===== src/dbr_pkg.sv =====
// package of offsets, fields and carriers for the acquisition register decode
package dbr_pkg;

    // bridge control word, local offset and fields
    localparam logic [7:0] DBR_BRIDGE_CTRL_OFS = 8'h50;
    localparam int DBR_GP_ENABLE_BIT = 0;
    localparam int DBR_GP_DIR_BIT = 1;
    localparam int DBR_GP_LEVEL_BIT = 2;
    localparam logic [31:0] DBR_BRIDGE_CTRL_RST = 32'h0000_0001;

    // general region byte offsets
    localparam logic [2:0] DBR_RES_LOW_OFS = 3'h0;
    localparam logic [2:0] DBR_RES_HIGH_OFS = 3'h1;
    localparam logic [2:0] DBR_STAT_CTRL_OFS = 3'h2;
    localparam logic [2:0] DBR_UNUSED_OFS = 3'h3;
    localparam logic [2:0] DBR_TMR0_OFS = 3'h4;
    localparam logic [2:0] DBR_TMR1_OFS = 3'h5;
    localparam logic [2:0] DBR_TMR2_OFS = 3'h6;
    localparam logic [2:0] DBR_TMR_CTRL_OFS = 3'h7;

    // status byte fields
    localparam int DBR_ST_BUSY_BIT = 7;
    localparam int DBR_ST_DIN_LSB = 4;
    localparam int DBR_ST_IRQ_BIT = 3;
    // control byte fields
    localparam int DBR_CT_DOUT_LSB = 4;
    localparam int DBR_CT_GATE_BIT = 3;
    localparam int DBR_CT_CHAN_LSB = 0;
    localparam logic [7:0] DBR_CTRL_RST = 8'h00;

    // values read where nothing is mapped
    localparam logic [7:0] DBR_UNUSED_READ = 8'h00;
    localparam logic [31:0] DBR_BRIDGE_UNMAPPED_READ = 32'h0000_0000;

    // converter timing: 10 us conversion at 50 MHz
    localparam int DBR_CLK_MHZ = 50;
    localparam int DBR_CONV_TIME_US = 10;
    localparam int DBR_CONV_CYCLES = DBR_CONV_TIME_US * DBR_CLK_MHZ;
    localparam int DBR_CONV_SHORT_CYCLES = DBR_CONV_CYCLES / 2;

    // conversion request kinds
    typedef enum logic [1:0] {
        DBR_CONV_NONE = 2'b00,
        DBR_CONV_SHORT = 2'b01,
        DBR_CONV_FULL = 2'b10
    } dbr_conv_t;

    // host i/o access to the general region
    typedef struct packed {
        logic rd;
        logic wr;
        logic [2:0] addr;
        logic [7:0] wdata;
    } dbr_gen_req_t;

    // host i/o access to the bridge region
    typedef struct packed {
        logic rd;
        logic wr;
        logic [7:0] addr;
        logic [31:0] wdata;
    } dbr_brg_req_t;

    // byte access to the external timer-counter device
    typedef struct packed {
        logic rd;
        logic wr;
        logic [1:0] sel;
        logic [7:0] wdata;
    } dbr_tmr_req_t;

endpackage : dbr_pkg


===== src/dbr_conv_seq.sv =====
// conversion sequencer: busy flag and result capture
`timescale 1ns/1ns
`default_nettype none
module dbr_conv_seq (
    // clock and reset
    input wire logic core_clk_i,
    input wire logic sys_rst_i,
    // start request and sample from converter
    input wire dbr_pkg::dbr_conv_t start_i,
    input wire logic [11:0] sample_i,
    // state
    output logic busy_o,
    output logic [11:0] result_o
);
    import dbr_pkg::*;

    localparam int CW = $clog2(DBR_CONV_CYCLES + 1);

    logic [CW-1:0] cnt_q;
    logic short_q;

    always_ff @(posedge core_clk_i) begin
        if (sys_rst_i) begin
            cnt_q <= '0;
            short_q <= 1'b0;
        end else if (start_i == DBR_CONV_FULL) begin
            cnt_q <= CW'(DBR_CONV_CYCLES);
            short_q <= 1'b0;
        end else if (start_i == DBR_CONV_SHORT) begin
            cnt_q <= CW'(DBR_CONV_SHORT_CYCLES);
            short_q <= 1'b1;
        end else if (cnt_q != '0) begin
            cnt_q <= cnt_q - CW'(1);
        end
    end

    // busy until count runs out
    always_ff @(posedge core_clk_i) begin
        if (sys_rst_i) begin
            busy_o <= 1'b0;
        end else if (start_i != DBR_CONV_NONE) begin
            busy_o <= 1'b1;
        end else if (cnt_q == CW'(1)) begin
            busy_o <= 1'b0;
        end
    end

    // short conversion keeps top 8 bits only
    always_ff @(posedge core_clk_i) begin
        if (sys_rst_i) begin
            result_o <= 12'h000;
        end else if (busy_o && cnt_q == CW'(1)) begin
            result_o <= short_q ? {sample_i[11:4], 4'h0} : sample_i;
        end
    end
endmodule : dbr_conv_seq
`default_nettype wire


===== src/dbr_irq_latch.sv =====
// interrupt latch with source select and edge detect
`timescale 1ns/1ns
`default_nettype none
module dbr_irq_latch (
    // clock and reset
    input wire logic core_clk_i,
    input wire logic sys_rst_i,
    // sources, already synchronised
    input wire logic user_irq_i,
    input wire logic tmr2_out_i,
    input wire logic sel_tmr2_i,
    // host clear
    input wire logic clear_i,
    // latched flag
    output logic flag_o
);
    logic src;
    logic src_q;

    assign src = sel_tmr2_i ? tmr2_out_i : user_irq_i; // [RULE7]

    always_ff @(posedge core_clk_i) begin
        if (sys_rst_i) begin
            src_q <= 1'b0;
        end else begin
            src_q <= src;
        end
    end

    // set wins over clear
    always_ff @(posedge core_clk_i) begin
        if (sys_rst_i) begin
            flag_o <= 1'b0;
        end else if (src && !src_q) begin
            flag_o <= 1'b1; // [RULE15]
        end else if (clear_i) begin
            flag_o <= 1'b0; // [RULE15]
        end
    end
endmodule : dbr_irq_latch
`default_nettype wire


===== src/dbr_board_decode.sv =====
// top register decode of the analog acquisition board
// Summary of operation
// RULE1: all registers decoded in i/o space
// RULE2: two regions, 32-bit bridge, 16-bit general
// RULE3: software discovers region bases at run time
// RULE4: bridge control at 50h, read-modify-write
// RULE5: control bit 0 low enables pin function
// RULE6: control bit 1 high makes pin output
// RULE7: pin level selects user or timer2 irq
// RULE8: general region decodes offsets zero to seven
// RULE9: offset 0 reads low nibble, write starts short
// RULE10: offset 1 reads high byte, write starts full
// RULE11: offset 2 reads status, writes control
// RULE12: offsets 4-6 pass through to counters
// RULE13: offset 3 ignored, 7 writes counter control
// RULE14: busy reads 1 during conversion
// RULE15: irq flag sets on edge, host write clears
// RULE16: counters programmed mode first, then low-high bytes
`timescale 1ns/1ns
`default_nettype none
module dbr_board_decode (
    // clock and reset
    input wire logic core_clk_i,
    input wire logic sys_rst_i,
    // host i/o accesses, region bases resolved by the bus bridge
    input wire dbr_pkg::dbr_brg_req_t brg_req_i,
    input wire dbr_pkg::dbr_gen_req_t gen_req_i,
    output logic [31:0] brg_rdata_o,
    output logic [15:0] gen_rdata_o,
    output logic brg_rvalid_o,
    output logic gen_rvalid_o,
    // converter
    input wire logic [11:0] adc_sample_i,
    output logic adc_busy_o,
    // connector pins
    input wire logic [2:0] digital_input_bits_i,
    input wire logic user_irq_i,
    output logic [3:0] digital_output_bits_o,
    output logic [2:0] channel_select_o,
    output logic host_irq_o,
    // general-purpose pin of bridge
    output logic latch_source_select_o,
    output logic latch_source_select_oe_o,
    // external timer-counter device
    input wire logic [7:0] tmr_rdata_i,
    input wire logic tmr2_out_i,
    output dbr_pkg::dbr_tmr_req_t tmr_req_o
);
    import dbr_pkg::*;

    logic [31:0] brg_ctrl_q;
    logic [7:0] ctrl_q;
    logic [2:0] din_s1_q;
    logic [2:0] din_s2_q;
    logic uirq_s1_q;
    logic uirq_s2_q;
    logic t2_s1_q;
    logic t2_s2_q;
    logic gen_wr;
    logic gen_rd;
    logic brg_wr;
    logic brg_rd;
    logic stat_wr;
    logic [7:0] gen_byte;
    dbr_conv_t conv_start;
    logic conv_busy;
    logic [11:0] conv_result;
    logic irq_flag;
    logic gp_level;
    logic gp_drive;

    // both regions are i/o windows behind the bridge [RULE1] [RULE3]
    assign gen_wr = gen_req_i.wr;
    assign gen_rd = gen_req_i.rd;
    assign brg_wr = brg_req_i.wr && brg_req_i.addr == DBR_BRIDGE_CTRL_OFS; // [RULE4]
    assign brg_rd = brg_req_i.rd;
    // one strobe shared by control load and irq clear
    assign stat_wr = gen_wr && gen_req_i.addr == DBR_STAT_CTRL_OFS;

    // is the offset a timer data or control port
    function automatic logic is_tmr_port(input logic [2:0] a);
        is_tmr_port = a == DBR_TMR0_OFS || a == DBR_TMR1_OFS
            || a == DBR_TMR2_OFS || a == DBR_TMR_CTRL_OFS;
    endfunction : is_tmr_port

    // pin inputs pass two flops
    always_ff @(posedge core_clk_i) begin
        if (sys_rst_i) begin
            din_s1_q <= 3'h0;
            din_s2_q <= 3'h0;
            uirq_s1_q <= 1'b0;
            uirq_s2_q <= 1'b0;
            t2_s1_q <= 1'b0;
            t2_s2_q <= 1'b0;
        end else begin
            din_s1_q <= digital_input_bits_i;
            din_s2_q <= din_s1_q;
            uirq_s1_q <= user_irq_i;
            uirq_s2_q <= uirq_s1_q;
            t2_s1_q <= tmr2_out_i;
            t2_s2_q <= t2_s1_q;
        end
    end

    // bridge control word, full 32-bit word [RULE2]
    always_ff @(posedge core_clk_i) begin
        if (sys_rst_i) begin
            brg_ctrl_q <= DBR_BRIDGE_CTRL_RST;
        end else if (brg_wr) begin
            brg_ctrl_q <= brg_req_i.wdata; // [RULE4]
        end
    end

    // pin active only when enabled (low) and output (high)
    assign gp_drive = !brg_ctrl_q[DBR_GP_ENABLE_BIT]
        && brg_ctrl_q[DBR_GP_DIR_BIT]; // [RULE5] [RULE6]
    assign gp_level = gp_drive && brg_ctrl_q[DBR_GP_LEVEL_BIT]; // [RULE7]

    always_ff @(posedge core_clk_i) begin
        if (sys_rst_i) begin
            latch_source_select_o <= 1'b0;
            latch_source_select_oe_o <= 1'b0;
        end else begin
            latch_source_select_o <= gp_level;
            latch_source_select_oe_o <= gp_drive; // [RULE6]
        end
    end

    // bridge read answer
    always_ff @(posedge core_clk_i) begin
        if (sys_rst_i) begin
            brg_rdata_o <= 32'h0000_0000;
            brg_rvalid_o <= 1'b0;
        end else begin
            brg_rvalid_o <= brg_rd;
            if (brg_rd) begin
                brg_rdata_o <= (brg_req_i.addr == DBR_BRIDGE_CTRL_OFS)
                    ? brg_ctrl_q : DBR_BRIDGE_UNMAPPED_READ;
            end
        end
    end

    // conversion start on writes to offsets 0 and 1
    always_comb begin
        conv_start = DBR_CONV_NONE;
        if (gen_wr && gen_req_i.addr == DBR_RES_LOW_OFS) begin
            conv_start = DBR_CONV_SHORT; // [RULE9]
        end else if (gen_wr && gen_req_i.addr == DBR_RES_HIGH_OFS) begin
            conv_start = DBR_CONV_FULL; // [RULE10]
        end
    end

    dbr_conv_seq u_conv (
        .core_clk_i(core_clk_i),
        .sys_rst_i(sys_rst_i),
        .start_i(conv_start),
        .sample_i(adc_sample_i),
        .busy_o(conv_busy),
        .result_o(conv_result)
    );

    // control byte, offset 3 writes fall through [RULE13]
    always_ff @(posedge core_clk_i) begin
        if (sys_rst_i) begin
            ctrl_q <= DBR_CTRL_RST;
        end else if (stat_wr) begin
            ctrl_q <= gen_req_i.wdata; // [RULE11]
        end
    end

    dbr_irq_latch u_irq (
        .core_clk_i(core_clk_i),
        .sys_rst_i(sys_rst_i),
        .user_irq_i(uirq_s2_q),
        .tmr2_out_i(t2_s2_q),
        .sel_tmr2_i(gp_level),
        .clear_i(stat_wr),
        .flag_o(irq_flag)
    );

    // pin-facing outputs
    always_ff @(posedge core_clk_i) begin
        if (sys_rst_i) begin
            digital_output_bits_o <= 4'h0;
            channel_select_o <= 3'h0;
            host_irq_o <= 1'b0;
            adc_busy_o <= 1'b0;
        end else begin
            digital_output_bits_o <= ctrl_q[DBR_CT_DOUT_LSB +: 4];
            channel_select_o <= ctrl_q[DBR_CT_CHAN_LSB +: 3];
            host_irq_o <= irq_flag && ctrl_q[DBR_CT_GATE_BIT];
            adc_busy_o <= conv_busy;
        end
    end

    // timer port pass-through, one cycle request [RULE12]
    always_ff @(posedge core_clk_i) begin
        if (sys_rst_i) begin
            tmr_req_o <= '0;
        end else begin
            tmr_req_o.wr <= gen_wr && is_tmr_port(gen_req_i.addr); // [RULE12] [RULE13]
            tmr_req_o.rd <= gen_rd && is_tmr_port(gen_req_i.addr)
                && gen_req_i.addr != DBR_TMR_CTRL_OFS;
            tmr_req_o.sel <= gen_req_i.addr[1:0];
            tmr_req_o.wdata <= gen_req_i.wdata;
        end
    end

    // general read mux over eight offsets [RULE8]
    always_comb begin
        case (gen_req_i.addr)
            DBR_RES_LOW_OFS: gen_byte = {conv_result[3:0], 4'h0}; // [RULE9]
            DBR_RES_HIGH_OFS: gen_byte = conv_result[11:4]; // [RULE10]
            DBR_STAT_CTRL_OFS: gen_byte = {conv_busy, din_s2_q, irq_flag,
                ctrl_q[DBR_CT_CHAN_LSB +: 3]}; // [RULE11] [RULE14]
            DBR_UNUSED_OFS: gen_byte = DBR_UNUSED_READ; // [RULE13]
            DBR_TMR0_OFS: gen_byte = tmr_rdata_i;
            DBR_TMR1_OFS: gen_byte = tmr_rdata_i;
            DBR_TMR2_OFS: gen_byte = tmr_rdata_i;
            default: gen_byte = DBR_UNUSED_READ;
        endcase
    end

    // general read answer, byte in low lane of 16-bit word [RULE2]
    always_ff @(posedge core_clk_i) begin
        if (sys_rst_i) begin
            gen_rdata_o <= 16'h0000;
            gen_rvalid_o <= 1'b0;
        end else begin
            gen_rvalid_o <= gen_rd;
            if (gen_rd) begin
                gen_rdata_o <= {8'h00, gen_byte};
            end
        end
    end
endmodule : dbr_board_decode
`default_nettype wire


===== config.mk =====
export PLATFORM = sky130hd
export DESIGN_NAME = dbr_board_decode
export DESIGN_NICKNAME = d
export VERILOG_FILES = /design/src/dbr_pkg.sv /design/src/dbr_conv_seq.sv /design/src/dbr_irq_latch.sv /design/src/dbr_board_decode.sv
export SDC_FILE = /design/constraint.sdc
export NUM_CORES = 1
export LEC_CHECK = 0
export BUFFER_PORTS_ARGS = -buffer_cell sky130_fd_sc_hd__clkbuf_2
export CAP_MARGIN = 0
export CORE_MARGIN = 8
export CORE_UTILIZATION = 40
export DETAILED_ROUTE_END_ITERATION = 10
export GPL_ROUTABILITY_DRIVEN = 0
export PLACE_DENSITY = 0.65
export SYNTH_ARGS = -nofsm -noshare
export SYNTH_HDL_FRONTEND = slang
export SYNTH_SLANG_ARGS = --single-unit

===== constraint.sdc =====
create_clock -name core_clk_i -period 1.7 [get_ports core_clk_i]
set_input_delay 0 -clock core_clk_i [delete_from_list [all_inputs] [get_ports core_clk_i]]
set_output_delay 0 -clock core_clk_i [all_outputs]
set_load 0.01 [all_outputs]

==> flow_summary.ini, run 1 <==
[detailed_routing]
viasPerCell = 4.97
via_count = 4919
finalWirelength_um = 14800
route.detailed.drc = 0
drtAntennaViolNets = 0
post_drt_wl_per_cell_um = 15.0
drtIter0Drc = 287
first_pass_iters = 5

[global_route]
grt_max_degree = 66
antenna_found_initial = 0
grt_pass1_wl_um = 23100
met2_usage = 0.286
grt_usage = 0.172
met1_usage = 0.197
first_global_vias = 4787
grt_overflow = 0
busiest_layer = met2
grtUsageMet3 = 0.0552

[timing]
final_hold_viol_count = 0
fin_crit_sh = 0.967
drv_slew = 0
layout_setup_ws_ps = 56.9
final.setup.tns_ps = 0
fmax_mhz = 609
setup_viol = 0
hold_slack_ps = 26.3
fin_worst_skew_ps = 9.48
layout_min_cycle_time_ps = 1640

[worst_setup_path]
worstPathCellList = inv_1 > ha_2 > or3b_4 > nor3_4 > mux2_4 > a21oi_1
slowest_delay_ps = 390
crit_buf_inv = 1
critPathArrivalTime_ps = 1990
worstSetupEndpointType = flip-flop
reg2regPathDepth = 6
cp-start-kind = flip-flop
r2r-end = u_conv.cnt_q[1]
r2r_setup_slack_ps = 60
required_ps = 2050
slowest_stage = or3b_4
crit_family = simple AND/OR/NAND/NOR gates
worstSetupEndpoint = u_conv.cnt_q[1]
critical_path_class = reg2reg
r2r_start = u_conv.cnt_q[0]
crit_cells = 6
worstPathMaxFanout = 2
crit_path_start = u_conv.cnt_q[0]

[synth]
synth-seq-cells = 140
synthArstFlopShare = 0
synth_seq_area_share = 0.531
avgSynthCellArea_um2 = 9.04
ys_warn_count = 0
ys_types = 50
syn_inst = 584
yosysTopAreaCell = dfxtp_1
synth_largest_type_area_fraction = 0.531
syn_area_um2 = 5280
synth_edf_count = 0
synthFlopType = dfxtp_1
synthTopCellsByArea = dfxtp_1, a21oi_1, nand3_1, nand2b_1, nand2_1

[placed_design]
dp_slack_ps = -19.3
dp_hpwl_um = 9540
dp_cells = 885
post_dp_cell_area_um2 = 6240
port_buffers = 146

[clocking]
clk_latency_ps = 420
clk_pin_slew_worst_paths_ps = 60
cts_tree = yes
cts_buffers = 17
cts_root_buf = clkbuf_16
clk_path_buf_depth = 2
cts_sinks = 140
ctsHtreeMaxLevel = 4

[floorplan]
die-width_um = 131
die_area_um2 = 17100
start_util = 0.404
row_count = 42
ios = 155
die_h_um = 131
core_um2 = 13100

[pwr]
p_total_mw = 8.65
max-vdd-ir-drop_mv = 0.587
p_per_area_nw_per_um2 = 1140
leakagePower_nw = 3.17

[cells_and_area]
area_growth_pct = 43.4
most-common-layout-cells = clkbuf_2, dfxtp_1, a21oi_1, dlygate4sd3_1, nand3_1
final_util = 0.579
finalNonFillerCells = 989
fin_nets = 884
fillers = 1111
drive_gt1_frac = 0.271
n_antenna_cell = 0
fin_area_um2 = 7570
final_common_cell = clkbuf_2

[hold_path]
min_path_type = in2reg

[status]
status = completed

[job]
cap_violations = 0
logic make-up (layout without fill, tap and decap cells):
kind of cell	count (synthesis)	after routing	synth area share
AO/OA/AOI/OAI	113	113	0.126
XOR/XNOR	3	3	0.00498
adder cells (fa/ha/maj)	2	2	0.00474
buffers and inverters	57	279	0.0526
flip-flops	140	140	0.531
multiplexers	14	14	0.0270
other	1	8	0.000710
AND/OR/NAND/NOR	254	254	0.253
flip-flops by register name (all words and copies together) (netlist names), 3 cells and up:
name,flops
brg_ctrl_q,32
gen_rdata_o,8
din_s2_q,3
din_s1_q,3
u_conv.cnt_q,9
tmr_req_o,12
digital_output_bits_o,4
u_conv.result_o,12
channel_select_o,3
brg_rdata_o,32
ctrl_q,8
worst register-to-register path, stage by stage (launching register included):
cell,delay [ps]
dfxtp_1,330
inv_1,80
ha_2,180
or3b_4,390
nor3_4,150
mux2_4,320
a21oi_1,130
final cells by class:
| cell class | instances | area [um2] | share of cell area |
|---|---|---|---|
| multi-input cells | 394 | 2270 | 0.300 |
| clock inverters | 11 | 108 | 0.0142 |
| inverters | 8 | 30.0 | 0.00397 |
| clock buffers | 21 | 470 | 0.0621 |
| flip-flops and latches | 140 | 2800 | 0.370 |
| well taps | 176 | 220 | 0.0291 |
| repair buffers | 239 | 1670 | 0.221 |
synth_stat cells, types with 2 or more instances:
cell type and instances:
a31o_2 5, a221o_1 4, buf_2 8, and3_1 5
nand2b_1 38, nand3b_1 2, or4_4 2, nand3_1 67
buf_1 3, mux2i_1 12, xnor2_1 2, o21ai_0 3
nor3b_1 4, nor3_1 4, a21oi_1 84, nand2_1 61
buf_6 3, clkbuf_1 26, nor2b_1 32, ha_1 2
inv_1 7, a211oi_1 2, mux2_2 2, o2111ai_1 2
o311ai_0 2, a32oi_1 4, dfxtp_1 140, nor2_1 29
buf_4 8
how the worst min path moves through the flow:
stage                            start              to  depth (start not counted)
2_1_floorplan  digital_input_bits_i[0]     din_s1_q[0]                          1
3_3_place_gp   digital_input_bits_i[0]     din_s1_q[0]                          2
3_5_place_dp   digital_input_bits_i[1]     din_s1_q[1]                          2
4_1_cts                 tmr_rdata_i[6]  gen_rdata_o[6]                          4
5_1_grt                 tmr_rdata_i[6]  gen_rdata_o[6]                          4
6_report                tmr_rdata_i[6]  gen_rdata_o[6]                          4
per-layer routing:
metal  routed length, um  part of all wire  up-vias
met3                1210             0.081       32
met2                7180              0.48      193
li1                    -                 -     2422
met5                   0                 0        -
met4                 348             0.023        0
met1                6090              0.41     2272
timing repair:
| item | 4_1_cts | 5_1_grt |
|---|---|---|
| hold buffers | 71 | 0 |
| hold endpoints to repair | 82 | 0 |
| setup endpoints to repair | 1 | 18 |
| gates resized for setup | 1 | 9 |
| pin swaps | 1 | 3 |
| buffers inserted | 1 | 0 |
power breakdown:
part           internal, mW  switching [mW]  leakage [nW]
registers              3.43           0.129          1.14
logic                 0.828           0.720          1.76
clock network          2.14            1.40         0.269
Power figures use the tool's default switching activity.
==> run 2: changes to the inputs <==
Settings changed: HOLD_SLACK_MARGIN set to 0.08, RECOVER_POWER set to 100.
==> run 2 against run 1 <==
  * Utilization shrank 0.80 points
  * Sequential cell count is the same
  * Largest cell class unchanged
  * Highest routed layer unchanged
  * Non-clock buffer count increased by 4
  * Setup slack worse by 14 ps
==> flow_summary.ini, run 2 (synthesis results as in run 1) <==
[clocking]
clk_path_buf_depth = 2
clk_latency_ps = 420
cts_buffers = 17
cts_sinks = 140
cts_root_buf = clkbuf_16
cts_tree = yes
ctsHtreeMaxLevel = 4
clk_pin_slew_worst_paths_ps = 60

[floorplan]
die-width_um = 131
start_util = 0.404
row_count = 42
core_um2 = 13100
die_h_um = 131
ios = 155
die_area_um2 = 17100

[worst_setup_path]
r2r_start = u_conv.cnt_q[0]
critical_path_class = reg2reg
critPathArrivalTime_ps = 2000
cp-start-kind = flip-flop
worstSetupEndpointType = flip-flop
reg2regPathDepth = 6
r2r_setup_slack_ps = 40
required_ps = 2050
worstSetupEndpoint = u_conv.cnt_q[1]
worstPathMaxFanout = 2
crit_path_start = u_conv.cnt_q[0]
r2r-end = u_conv.cnt_q[1]

[cells_and_area]
fin_nets = 888
multiInputGateArea_um2 = 2230
n_antenna_cell = 0
fillers = 1163
reg_top3 = brg_ctrl_q x32, brg_rdata_o x32
regArea_um2 = 2800
final_util = 0.570
area_growth_pct = 41.4
finalNonFillerCells = 993
fin_area_um2 = 7460
drive_gt1_frac = 0.182
final_common_cell = dfxtp_1
most-common-layout-cells = dfxtp_1, a21oi_1, clkbuf_2, dlygate4sd3_1, clkbuf_1

[detailed_routing]
first_pass_iters = 4
viasPerCell = 4.97
post_drt_wl_per_cell_um = 15.1
route.detailed.drc = 0
finalWirelength_um = 15000
via_count = 4940
drtAntennaViolNets = 0
drtIter0Drc = 273

[placed_design]
port_buffers = 146
post_dp_cell_area_um2 = 6240
dp_cells = 885
dp_slack_ps = -19.3
dp_hpwl_um = 9540

[hold_path]
hold_path_depth = 4
min_path_type = in2reg

[global_route]
grt_pass1_wl_um = 23500
antenna_found_initial = 0
grt_usage = 0.175
first_global_vias = 4846
grt_max_degree = 66
grt_overflow = 0

[pwr]
max-vdd-ir-drop_mv = 0.584
power.switching_mw = 2.21
clkPwrFrac = 0.413
seqPwrFrac = 0.415
p_int_mw = 6.35
leakagePower_nw = 2.94
combinationalPowerShare = 0.172
p_per_area_nw_per_um2 = 1150
p_total_mw = 8.56
swShare = 0.259

[timing]
fmax_mhz = 603
rsz0062_at_grt = true
final.setup.tns_ps = 0
worstMarginPinSlew_ps = 665
final_hold_viol_count = 0
layout_setup_ws_ps = 42.7
setup_viol = 0
layout_min_cycle_time_ps = 1660
hold_slack_ps = 141
relSlewSlack = 0.557
fin_worst_skew_ps = 9.52
fin_crit_sh = 0.975
drv_slew = 0

[status]
status = completed

[job]
cap_violations = 0
-- run 2: cell count changes in the layout (fill, tap and decap cells not counted), moves of 2 or more --
cell | previous run | this run
dlygate4sd3_1 | 71 | 75
clkbuf_4 | 0 | 2
nor2_4 | 2 | 0
buf_12 | 5 | 3
clkbuf_1 | 1 | 68
clkbuf_2 | 145 | 78
-- run 2: critical path, cell delays in order, from the launching register on --
cell and delay (ps):
dfxtp_1 330, inv_1 80, ha_1 170, or3b_1 390, nor3_2 180, mux2_4 320
a21oi_1 130
-- run 2: power groups by stage --
stage	combinational, mW	clock (mW)	sequential [mW]
after floorplan	0.776	0	3.63
after global placement	1.24	0	3.59
after detailed placement	1.30	0	3.61
after CTS	1.47	3.62	3.54
after global routing	1.63	3.76	3.56
final	1.47	3.54	3.55
-- run 2: worst min-delay path by stage --
| stage | start | to | slack [ps] |
|---|---|---|---|
| after floorplan | digital_input_bits_i[0] | din_s1_q[0] | 130 |
| after global placement | digital_input_bits_i[0] | din_s1_q[0] | 220 |
| after detailed placement | digital_input_bits_i[1] | din_s1_q[1] | 220 |
| after CTS | brg_req_i[40] | brg_ctrl_q[23] | 120 |
| after global routing | brg_req_i[40] | brg_ctrl_q[8] | 150 |
| final | brg_req_i[40] | brg_ctrl_q[14] | 140 |
-- run 2: layout make-up --
| cell class | instances | area share |
|---|---|---|
| multi-input combinational | 394 | 0.299 |
| clock buffer | 21 | 0.0630 |
| tap | 176 | 0.0295 |
| clock inverter | 11 | 0.0144 |
| inverter | 8 | 0.00402 |
| timing repair buffer | 243 | 0.215 |
| sequential | 140 | 0.375 |
-- run 2: repair_timing --
action,4_1_cts,5_1_grt
buffers inserted,1,0
gates cloned,0,0
gates resized for setup,1,10
pin swaps,1,3
hold endpoints to repair,120,0
setup endpoints to repair,1,18
hold buffers,75,0
-- run 2: routing by layer --
layer / GRT usage / wire (um) / vias up
met3: 0.0580 / 1140 / 34
li1: - / - / 2430
met2: 0.296 / 7310 / 180
met1: 0.195 / 6190 / 2296
met4: 0.0804 / 368 / 0
met5: 0 / 0 / -
==> run 3: changes to the inputs <==
Settings changed: PLACE_DENSITY 0.65 to unset, PLACE_DENSITY_LB_ADDON set to 0.1.
Clock period 1.7 ns to 1.9 ns, I/O delays scaled along.
==> run 3 against run 2 <==
  * Non-clock buffer count decreased by 9
  * Setup slack improved by 28 ps
  * Combinational power decreased by 25%
  * Power decreased by 13%
  * Global-route usage decreased by 0.63 points
  * Count of clock-buffer cells in the layout decreased by 1
  * Utilization decreased by 0.85 points
  * Sequential share of layout area increased by 0.57 points
  * Via count decreased by 3.2%
  * Die area unchanged
  * First-iteration DRC count increased by 5.1%
==> flow_summary.ini, run 3 (synthesis results as in run 1) <==
[clocking]
cts_tree = yes
clk_pin_slew_worst_paths_ps = 60
cts_root_buf = clkbuf_16
ctsHtreeMaxLevel = 4
clk_path_buf_depth = 2
cts_buffers = 17
cts_sinks = 140
clk_latency_ps = 420

[hold_path]
min_path_type = in2reg

[global_route]
first_global_vias = 4574
grt_usage = 0.168
grt_overflow = 0
grt_max_degree = 65
antenna_found_initial = 0
grt_pass1_wl_um = 22500

[pwr]
leakagePower_nw = 2.88
p_total_mw = 7.43
p_per_area_nw_per_um2 = 1010
max-vdd-ir-drop_mv = 0.658

[timing]
rsz0062_at_grt = false
final.setup.tns_ps = 0
final_hold_viol_count = 0
relSlewSlack = 0.452
layout_min_cycle_time_ps = 1830
fmax_mhz = 547
setup_viol = 0
drv_slew = 0
fin_worst_skew_ps = 12.2
worstMarginPinSlew_ps = 821
fin_crit_sh = 0.963

[detailed_routing]
m1WireLength_um = 6380
top_layer_used = met4
route.detailed.drc = 0
viasPerCell = 4.86
drtIter0Drc = 287
met3_length_um = 1130
post_drt_wl_per_cell_um = 14.7
drtAntennaViolNets = 0
met2_length_um = 6800
finalWirelength_um = 14500
first_pass_iters = 4
via_count = 4780

[floorplan]
row_count = 42
start_util = 0.404
die_h_um = 131
core_um2 = 13100
die_area_um2 = 17100
ios = 155
die-width_um = 131

[placed_design]
dp_hpwl_um = 9590
port_buffers = 146
post_dp_cell_area_um2 = 6140

[worst_setup_path]
required_ps = 2240
worstPathMaxFanout = 5
critical_path_class = reg2reg
cp-start-kind = flip-flop
critPathArrivalTime_ps = 2170
worstSetupEndpointType = flip-flop

[cells_and_area]
drive_gt1_frac = 0.169
most-common-layout-cells = dfxtp_1, a21oi_1, clkbuf_2, dlygate4sd3_1, clkbuf_1
fin_area_um2 = 7350
area_growth_pct = 39.3
final_common_cell = dfxtp_1
fin_nets = 879
fillers = 1214
reg_top3 = brg_ctrl_q x32, brg_rdata_o x32

[job]
cap_violations = 0

[status]
status = completed
run 3: routing by layer:
layer,up-vias,GRT usage
met4,0,0.0749
met1,2193,0.206
li1,2407,-
met5,-,0
met3,14,0.0515
met2,166,0.267
run 3: through the flow:
step                utilization  std cells  setup WS [ps]  hold slack [ps]
floorplan                     -        591            153              128
global placement          0.469        878           99.7              218
detailed placement        0.469        878          -31.2              227
CTS                       0.569        983           80.3              136
global route              0.562        983           10.0              161
finish                    0.562        984           70.7              148
run 3: final cells by class:
class	instances	area [um2]	area share
Inverter	8	30.0	0.00408
Clock inverter	11	121	0.0165
Sequential cell	140	2800	0.381
Antenna cell	1	2.50	0.000340
Tap cell	176	220	0.0299
Timing Repair Buffer	234	1510	0.205
Clock buffer	20	437	0.0594
Multi-Input combinational cell	394	2230	0.303
run 3: path summary, 6_finish.rpt:
path,startpoint,to,slack [ps],depth (start not counted)
worst max-delay path,u_conv.cnt_q[5],u_conv.cnt_q[1],70,4
worst min-delay path,brg_req_i[40],brg_ctrl_q[12],150,4
worst max register to register,u_conv.cnt_q[5],u_conv.cnt_q[1],70,4
worst min register to register,t2_s1_q,t2_s2_q,440,1
run 3: critical path, stage by stage, from the launching register on:
cell and delay (ps):
dfxtp_1 370, or4_1 630, nor3_4 250, mux2_2 350, a21oi_1 150
run 3: where the power goes:
part / total (mW) / switching, mW / internal (mW)
Clock: 3.14 / 1.22 / 1.92
Combinational: 1.10 / 0.546 / 0.554
Sequential: 3.19 / 0.123 / 3.07
Total: 7.43 / 1.89 / 5.54
run 3: what timing repair did:
| action | 4_1_cts | 5_1_grt |
|---|---|---|
| endpoints found under the hold margin | 97 | 0 |
| hold buffers | 74 | 0 |
| setup buffers | 0 | 0 |
| endpoints found under the setup margin | 1 | 1 |
| resized for setup | 2 | 1 |
